`config.mk`:
```
export PLATFORM = sky130hd
export DESIGN_NAME = bvcd_core
export DESIGN_NICKNAME = d
export VERILOG_FILES = /design/src/hw/bvcd_pkg.sv /design/src/hw/bvcd_core.sv
export SDC_FILE = /design/constraint.sdc
export NUM_CORES = 1
export LEC_CHECK = 0
export ABC_CLOCK_PERIOD_IN_PS = 8100
export BUFFER_PORTS_ARGS = -buffer_cell sky130_fd_sc_hd__buf_2
export CORE_MARGIN = 8
export CORE_UTILIZATION = 25
export DETAILED_ROUTE_END_ITERATION = 8
export PLACE_DENSITY = 0.39
export SETUP_SLACK_MARGIN = 0.2
export SYNTH_ARGS = -nofsm -noshare
export SYNTH_HDL_FRONTEND = slang
export SYNTH_SLANG_ARGS = --single-unit
export TNS_END_PERCENT = 30
```
`constraint.sdc`:
```
create_clock -name core_clk -period 8.1 [get_ports core_clk]
set_input_delay 0 -clock core_clk [delete_from_list [all_inputs] [get_ports core_clk]]
set_output_delay 0 -clock core_clk [all_outputs]
set_load 0.02 [all_outputs]
```
`src/hw/bvcd_pkg.sv`:
```
/*
  Constants and the state type of the buck channel voltage code decoder.
  Assumes a single core clock domain; shared by the decoder module and its testbench.
*/
package bvcd_pkg;

  // ----------------------------------------------------------------
  // Field widths
  // ----------------------------------------------------------------
  localparam int BVCD_SEL_W   = 6;
  localparam int BVCD_RANGE_W = 2;
  localparam int BVCD_VOLT_W  = 16;

  // ----------------------------------------------------------------
  // Range encodings
  // ----------------------------------------------------------------
  localparam logic [1:0] BVCD_RANGE_FINE  = 2'h0;
  localparam logic [1:0] BVCD_RANGE_SHIFT = 2'h1;
  localparam logic [1:0] BVCD_RANGE_MID   = 2'h2;
  localparam logic [1:0] BVCD_RANGE_WIDE  = 2'h3;

  // ----------------------------------------------------------------
  // Voltages in units of 0.1 mV, and the all-ones and all-zeros select codes
  // ----------------------------------------------------------------
  localparam logic [15:0] BVCD_BASE_0V5   = 16'h1388; // 0.5 V
  localparam logic [15:0] BVCD_BASE_0V7   = 16'h1b58; // 0.7 V
  localparam logic [15:0] BVCD_STEP_12M5  = 16'h007d; // 12.5 mV
  localparam logic [15:0] BVCD_STEP_25M   = 16'h00fa; // 25 mV
  localparam logic [15:0] BVCD_STEP_50M   = 16'h01f4; // 50 mV
  localparam logic [15:0] BVCD_TOP_3V8    = 16'h9470; // 3.80 V
  localparam logic [5:0]  BVCD_SEL_ONES   = 6'h3f;
  localparam logic [5:0]  BVCD_SEL_ZEROS  = 6'h00;

  // ----------------------------------------------------------------
  // Reset values
  // ----------------------------------------------------------------
  localparam logic [1:0] BVCD_RST_RANGE   = 2'h3;
  localparam logic [5:0] BVCD_RST_MAXSEL  = 6'h3f;
  localparam logic       BVCD_RST_SRC     = 1'b0;
  localparam logic [5:0] BVCD_RST_OPSEL   = 6'h00;
  localparam logic [5:0] BVCD_RST_AVSSEL  = 6'h00;

  // ----------------------------------------------------------------
  // State of the decoder
  // ----------------------------------------------------------------
  typedef struct packed {
    logic [1:0] rangeSel;
    logic [5:0] maxSel;
    logic       sourceRegisterChoice;
    logic [5:0] opSel;
    logic [5:0] scaleSel;
  } bvcd_state_s;

endpackage

```
`src/hw/bvcd_core.sv`:
```
/*
  Buck channel voltage code decoder: holds range, limit, source choice
  and the two select codes, and decodes them into a target voltage.
  The target is an integer count of 0.1 mV for the analog reference.
  Assumes write strobes come from the serial control logic on core_clk,
  one cycle wide each, so no input needs a synchroniser here.
  Assumes the reference stage settles on its own; no ramping is done.
*/
`timescale 1ns/1ns
`default_nettype none

module bvcd_core
  import bvcd_pkg::*;
(
  // Clock and reset
  input  wire logic                          core_clk,
  input  wire logic                          rstn,
  // Operating register write
  input  wire logic                          opWrEn,
  input  wire logic                          opWrChoice,
  input  wire logic [bvcd_pkg::BVCD_SEL_W-1:0]   opWrSel,
  // Scaling register write
  input  wire logic                          scaleWrEn,
  input  wire logic [bvcd_pkg::BVCD_SEL_W-1:0]   scaleWrSel,
  // Limit register write
  input  wire logic                          limitWrEn,
  input  wire logic [bvcd_pkg::BVCD_RANGE_W-1:0] limitWrRange,
  input  wire logic [bvcd_pkg::BVCD_SEL_W-1:0]   limitWrMaxSel,
  // Status and result
  output logic                               limitLocked,
  output logic [bvcd_pkg::BVCD_SEL_W-1:0]        effectiveSel,
  output logic [bvcd_pkg::BVCD_VOLT_W-1:0]       buckOutputVoltage
);
  import bvcd_pkg::*;

  // Registered fields, their next value, and the code before the clamp
  bvcd_state_s state_ff;
  bvcd_state_s nxt_state;
  logic [5:0]  chosenSel;

  // ----------------------------------------------------------------
  // Decode function
  // ----------------------------------------------------------------
  // Exact integer table in 0.1 mV units
  // Half-millivolt steps stay whole numbers, so nothing is rounded
  // Wide range top code breaks the 50 mV pattern
  function automatic logic [15:0] decodeVolt(input logic [1:0] rng, input logic [5:0] sel);
    logic [15:0] code;
    code = {10'h000, sel};
    case (rng)
      BVCD_RANGE_FINE:  decodeVolt = 16'(BVCD_BASE_0V5 + code * BVCD_STEP_12M5);
      BVCD_RANGE_SHIFT: decodeVolt = 16'(BVCD_BASE_0V7 + code * BVCD_STEP_12M5);
      BVCD_RANGE_MID:   decodeVolt = 16'(BVCD_BASE_0V5 + code * BVCD_STEP_25M);
      default: begin
        if (sel == BVCD_SEL_ONES) begin
          decodeVolt = BVCD_TOP_3V8;
        end else begin
          decodeVolt = 16'(BVCD_BASE_0V5 + code * BVCD_STEP_50M);
        end
      end
    endcase
  endfunction

  // ----------------------------------------------------------------
  // Next state
  // ----------------------------------------------------------------
  // Register writes, limit writes refused while locked
  // Several strobes in one cycle touch separate fields, so all apply
  always_comb begin
    nxt_state = state_ff;
    if (opWrEn) begin
      nxt_state.sourceRegisterChoice = opWrChoice;
      nxt_state.opSel = opWrSel;
    end
    if (scaleWrEn) begin
      nxt_state.scaleSel = scaleWrSel;
    end
    if (limitWrEn && !limitLocked) begin
      nxt_state.rangeSel = limitWrRange;
      nxt_state.maxSel = limitWrMaxSel;
    end
  end

  // State register with synchronous reset
  // Power-on values open the limit so software can set it once
  always_ff @(posedge core_clk) begin
    if (!rstn) begin
      state_ff <= '{rangeSel: BVCD_RST_RANGE, maxSel: BVCD_RST_MAXSEL,
                    sourceRegisterChoice: BVCD_RST_SRC, opSel: BVCD_RST_OPSEL,
                    scaleSel: BVCD_RST_AVSSEL};
    end else begin
      state_ff <= nxt_state;
    end
  end

  // ----------------------------------------------------------------
  // Outputs
  // ----------------------------------------------------------------
  // Lock, source choice, clamp and decode
  // Lock looks at the stored limit, so the locking write itself lands
  // Clamp follows selection, so either source is held under the limit
  // A zero limit pins every code to the lowest step
  assign limitLocked = (state_ff.maxSel != BVCD_SEL_ZEROS) && (state_ff.maxSel != BVCD_SEL_ONES);
  assign chosenSel = state_ff.sourceRegisterChoice ? state_ff.scaleSel : state_ff.opSel;
  assign effectiveSel = (chosenSel > state_ff.maxSel) ? state_ff.maxSel : chosenSel;
  assign buckOutputVoltage = decodeVolt(state_ff.rangeSel, effectiveSel);
endmodule

`default_nettype wire

```
Word-level counts from Yosys, hierarchy flattened. Index checks and enable logic that the tools add are counted.

Multiply operators: 3. Multiplexer cells: 4. Reduce and logical (&&, ||, !) cells: 5. Add/sub/neg operators: 4. Equality and inequality tests: 4. Order comparisons: 1.

Operator list (count): $pmux W16 S3 (1); $mul A6 B7 Y13 const B (3); $add A13 B13 Y14 const A (2); $add A13 B15 Y16 const A (1); $mux W16 (1); $add A13 B14 Y15 const A (1); $mux W6 (2); $eq A6 B6 Y1 const B (1); $gt A6 B6 Y1 (1); $ne A6 B6 Y1 const B (1); $reduce_bool A6 Y1 (1); $eq A2 B1 Y1 const B (1); $eq A2 B2 Y1 const B (1); $logic_and A1 B1 Y1 (2); $logic_not A2 Y1 (1); $logic_not A1 Y1 (1).

Input port bits: 26. Bits in registers: 21.

Depth between registers and ports, before layout.
Depth in word-level cells: 7. Depth in mapped cells: 27. Gate-level depth less buffers: 25.

Least setup slack after synthesis. No wires, ideal clock.

Path type: register -> output. From: register state_ff[12] (netlist name). To: output buckOutputVoltage[12] (netlist name). Buffers on the path: 3. Path slack: 1.601 ns. Data required time: 8.100 ns. Stages on the path, launching flop included: 25. Data arrival time: 6.499 ns. Cells stage by stage: dfxtp_1 buf_2 mux2_2 ha_1 nand4_1 or2_2 o31a_1 buf_2 a21oi_1 fa_1 fa_1 fa_1 inv_1 ha_1 buf_6 xnor2_1 inv_2 ha_1 nand2_1 o31ai_1 a21oi_1 nand4_1 a31oi_1 xor2_1 o211a_1.

Cells in the longest elaborated chain, start to end: 7. Elaborated cells on any way between the ends: 13. Those cells by class: add/sub: 4; mul: 3; order compare: 1; eq/ne: 1; mux: 4.

RTL lines: from (decl) (RTL line bvcd_core.sv:37) `bvcd_state_s state_ff;`; from (signal assigned) (RTL line bvcd_core.sv:88) `state_ff <= '{rangeSel: BVCD_RST_RANGE, maxSel: BVCD_RST_MAXSEL,`; from (signal assigned) (RTL line bvcd_core.sv:92) `state_ff <= nxt_state;`; $mux W6 * (RTL line bvcd_core.sv:104) `assign chosenSel = state_ff.sourceRegisterChoice ? state_ff.scaleSel : state_ff.opSel;`; $gt A6 B6 Y1 (RTL line bvcd_core.sv:105) `assign effectiveSel = (chosenSel > state_ff.maxSel) ? state_ff.maxSel : chosenSel;`; $mux W6 * (RTL line bvcd_core.sv:105); via effectiveSel, one bit (RTL line bvcd_core.sv:31) `output logic [bvcd_pkg::BVCD_SEL_W-1:0] effectiveSel,`; $mul A6 B7 Y13; $add A13 B15 Y16 (RTL line bvcd_core.sv:58) `decodeVolt = 16'(BVCD_BASE_0V5 + code * BVCD_STEP_50M);`; $mux W16 (RTL line bvcd_core.sv:55) `if (sel == BVCD_SEL_ONES) begin`; $pmux W16 S3 * (RTL line bvcd_core.sv:50) `case (rng)`; to (decl) (RTL line bvcd_core.sv:32) `output logic [bvcd_pkg::BVCD_VOLT_W-1:0] buckOutputVoltage`.

Mark *: on every way through the listed nets, which the timed path passes. The rest lies on a longest branch.

Final worst setup path.
From: register state_ff[12] (netlist name). To: output buckOutputVoltage[12] (netlist name).

Cells in the longest elaborated chain, start to end: 7. Elaborated cells on any way between the ends: 13. Those cells by class: add/sub: 4; mul: 3; order compare: 1; eq/ne: 1; mux: 4.

RTL lines (RTL line): $mux W6 * (bvcd_core.sv:104); $gt A6 B6 Y1 (bvcd_core.sv:105); $mux W6 * (bvcd_core.sv:105); $mul A6 B7 Y13; $add A13 B15 Y16 (bvcd_core.sv:58); $mux W16 (bvcd_core.sv:55); $pmux W16 S3 * (bvcd_core.sv:50).

Mark *: on every way between the ends. The rest lies on a longest branch, timed or not.

==> key figures <==
Finish
  – Commonest non-fill, non-tap cells in the layout: buf_2 (48), inv_1 (38), ha_1 (35), nand2_1 (26)
  – Antenna Cells: 0
  – Design area: 0.00349 mm²
  – Largest registers: state_ff: 21 flops
  – Reg with most FFs: state_ff
  – Commonest non-fill, non-tap cell in the layout: buf_2
  – Nets@finish: 480
  – Layout cells sized above 1: 19.6%
  – Area grow syn2layout: 18.7%
  – Max reg flops: 21

Power and ir drop
  – P_sw: 0.000671 W
  – Combinational share of power: 81.6%
  – Net Sw Frac: 53.6%
  – Cell-internal power: 0.000582 W
  – Peak VDD IR: 0.000152 V
  – Power Density: 359 mW/mm²
  – Seq pwr share: 10.0%
  – Clock share of power: 8.4%
  – Leakage: 1.78 nW

Synthesis
  – Post-synth EDFFs: 0
  – Synth async-reset ratio: 0%
  – Main area contributors after synthesis: ha_1 (15%), dfxtp_1 (14%), fa_1 (9.5%), mux2i_1 (7.1%), xnor2_1 (5.4%)
  – Syn_nets: 428
  – Register area share after synthesis: 14.3%
  – Synth unique cells: 56
  – Synth area leader: ha_1
  – Syn Inst Count: 353
  – YS warnings: 0
  – Mapped Area: 0.00294 mm²
  – Yosys top cell area share: 14.9%
  – Yosys reg bits: 21
  – Commonest register cell after synthesis: dfxtp_1
  – Mapped Avg Cell Area: 8.33 µm²

Route
  – Final ANT Viol Nets: 0
  – Vias: 2632
  – Post-Route WL: 8350 µm
  – DR pass1 iterations: 4
  – Drt drc: 0
  – DR WL/cell: 15.3 µm
  – DRT iter0 DRCs: 143
  – Vias per cell: 4.81

Setup path
  – Setup crit end kind: output pin
  – CP startpoint: state_ff[12]
  – R2r setup slk: 6.40 ns
  – Critical path launch point type: register
  – CP arrival: 7.28 ns
  – WS Path Type: reg2out
  – Worst endpoint required time: 8.10 ns
  – Reg2Reg Depth: 5
  – R2R Path End: state_ff[17]
  – Worst r2r src: state_ff[13]
  – CP Max Fanout: 13

CTS
  – H-tree levels: 1
  – CTS tree: done
  – Clock Sink Count: 21
  – CTS Root Cell: clkbuf_16
  – Worst-path clk slew: 0.06 ns
  – Clock latency on the worst-skew pair: 0.25 ns
  – TritonCTS Buffers: 3
  – Maximum clock path buffer count: 2

Placement
  – # port buffers: 48
  – GP Congestion: 0.836
  – Hpwl dp: 7000 µm
  – Placed inst area: 0.00333 mm²

Timing
  – RSZ-0062 raised after global routing: false
  – Fin crit share: 89.9%
  – Fmax: 137 MHz
  – Worst slew margin: 57.1%
  – Worst slew pin tran: 0.639 ns
  – Final setup viols: 0
  – Slew Viols, Final: 0
  – Hold slack: 0.00225 ns
  – TNS Setup: 0 ns
  – Skew final: 0.00128 ns
  – Minimum clock period: 7.28 ns
  – Final hold viol count: 0

Floorplan
  – Die area: 0.0155 mm²
  – Initial Utilization: 25.7%
  – Core area: 0.0115 mm²
  – Die Width: 124 µm
  – Row count: 39
  – Die height: 124 µm
  – IO Pins: 49

Global route
  – Initial antenna violation count: 0
  – Total Routing Usage GR: 10.8%
  – GR Overflow Total: 0
  – Vias in the first global route: 2699
  – Largest net degree at the start of global routing: 22
  – First-pass GRT wire length: 14200 µm

Min path
  – WHS Path Cells: 3
  – Worst min path class: in2reg
  – Hold_sp: opWrSel[5]
  – Hold Path End: state_ff[11]

Job
  – Max_cap viols: 0

Status
  – Run status: finished clean
## repair_timing
| item | in CTS | in global routing |
|---|---|---|
| hold buffers | 7 | 0 |
| hold endpoints to repair | 7 | 0 |
| gates resized for setup | 0 | 2 |
| buffers inserted | 0 | 0 |
| setup endpoints to repair | 0 | 2 |
## stage by stage
step / cells / worst slack [ns] / power (W) / util (%)
final: 547 / 0.821 / 0.00125 / 30.4
after global routing: 547 / 0.275 / 0.00138 / 30.4
after CTS: 547 / 0.663 / 0.00126 / 30.4
after detailed placement: 536 / 0.974 / 0.00115 / 29.1
after global placement: 536 / 1.20 / 0.00115 / 29.1
after floorplan: 353 / 1.60 / 0.000917 / -
## cells in the mapped netlist, drive strengths merged, types with 2 or more instances
| library cell | count |
|---|---|
| mux2i | 21 |
| xor2 | 6 |
| buf | 5 |
| a221oi | 3 |
| nor4 | 2 |
| nand3 | 11 |
| fa | 14 |
| o311ai | 2 |
| clkbuf | 7 |
| o21bai | 3 |
| o31ai | 2 |
| and2 | 3 |
| mux2 | 6 |
| inv | 39 |
| o211ai | 5 |
| a2111o | 2 |
| dfxtp | 21 |
| a31oi | 9 |
| nand2 | 26 |
| nor2 | 21 |
| a211o | 2 |
| and3 | 3 |
| a21o | 7 |
| a21oi | 22 |
| o221ai | 5 |
| o31a | 2 |
| ha | 35 |
| nand4 | 3 |
| nor3 | 3 |
| nor2b | 16 |
| nand2b | 3 |
| o21ai | 12 |
| xnor2 | 19 |
| o211a | 3 |
## cells by family after synthesis
kind of cell    synth area share (%)
compound gates                  20.9
xor+xnor                        7.70
fa+ha+maj                       24.4
buf+inv                         7.06
flops                           14.3
mux                             9.44
simple gates                    16.2
## routing by layer
layer  share of wire, %  GRT usage (%)  vias to the layer above
met5                  0              0                        -
met4               0.65           1.70                        0
met3                3.2           1.32                        6
met2                 45           17.8                       48
met1                 51           14.9                     1234
li1                   -              -                     1344
## layout make-up
cell class / count / area (µm²)
fillers: 1266 / 7980
flip-flops and latches: 21 / 420
inverters: 40 / 150
clock buffers: 3 / 75.1
multi-input cells: 280 / 2320
well taps: 143 / 179
clock inverters: 1 / 5.00
repair buffers: 59 / 340
## how the worst max path moves through the flow
stage,endpoint,depth (start not counted)
floorplan,buckOutputVoltage[12],24
global placement,buckOutputVoltage[12],26
detailed placement,buckOutputVoltage[12],26
CTS,buckOutputVoltage[12],26
global route,buckOutputVoltage[12],26
finish,buckOutputVoltage[12],26
## critical path: stages (launching register included)
cell and delay, ns:
dfxtp_1 0.52, mux2_2 0.41, ha_1 0.30, nand4_1 0.12
a21oi_1 0.20, o31a_1 0.46, mux2_2 0.43, inv_1 0.18
fa_1 0.49, inv_1 0.12, fa_1 0.44, fa_1 0.51
inv_1 0.04, ha_1 0.35, inv_1 0.06, o21bai_1 0.27
xnor2_2 0.20, inv_2 0.13, ha_1 0.37, nand2_1 0.08
o31ai_1 0.45, a21oi_1 0.08, nand4_1 0.15, a31oi_1 0.11
xor2_1 0.17, o211a_1 0.22, buf_2 0.15
## power by group through the flow
stage / Clock [W] / Combinational, W / Sequential (W)
CTS: 0.000108 / 0.00103 / 0.000125
global route: 0.000113 / 0.00114 / 0.000127
finish: 0.000105 / 0.00102 / 0.000125
global placement: 0 / 0.00102 / 0.000128
floorplan: 0 / 0.000797 / 0.000120
detailed placement: 0 / 0.00102 / 0.000128
No activity file was read; power rests on OpenSTA's default activity.
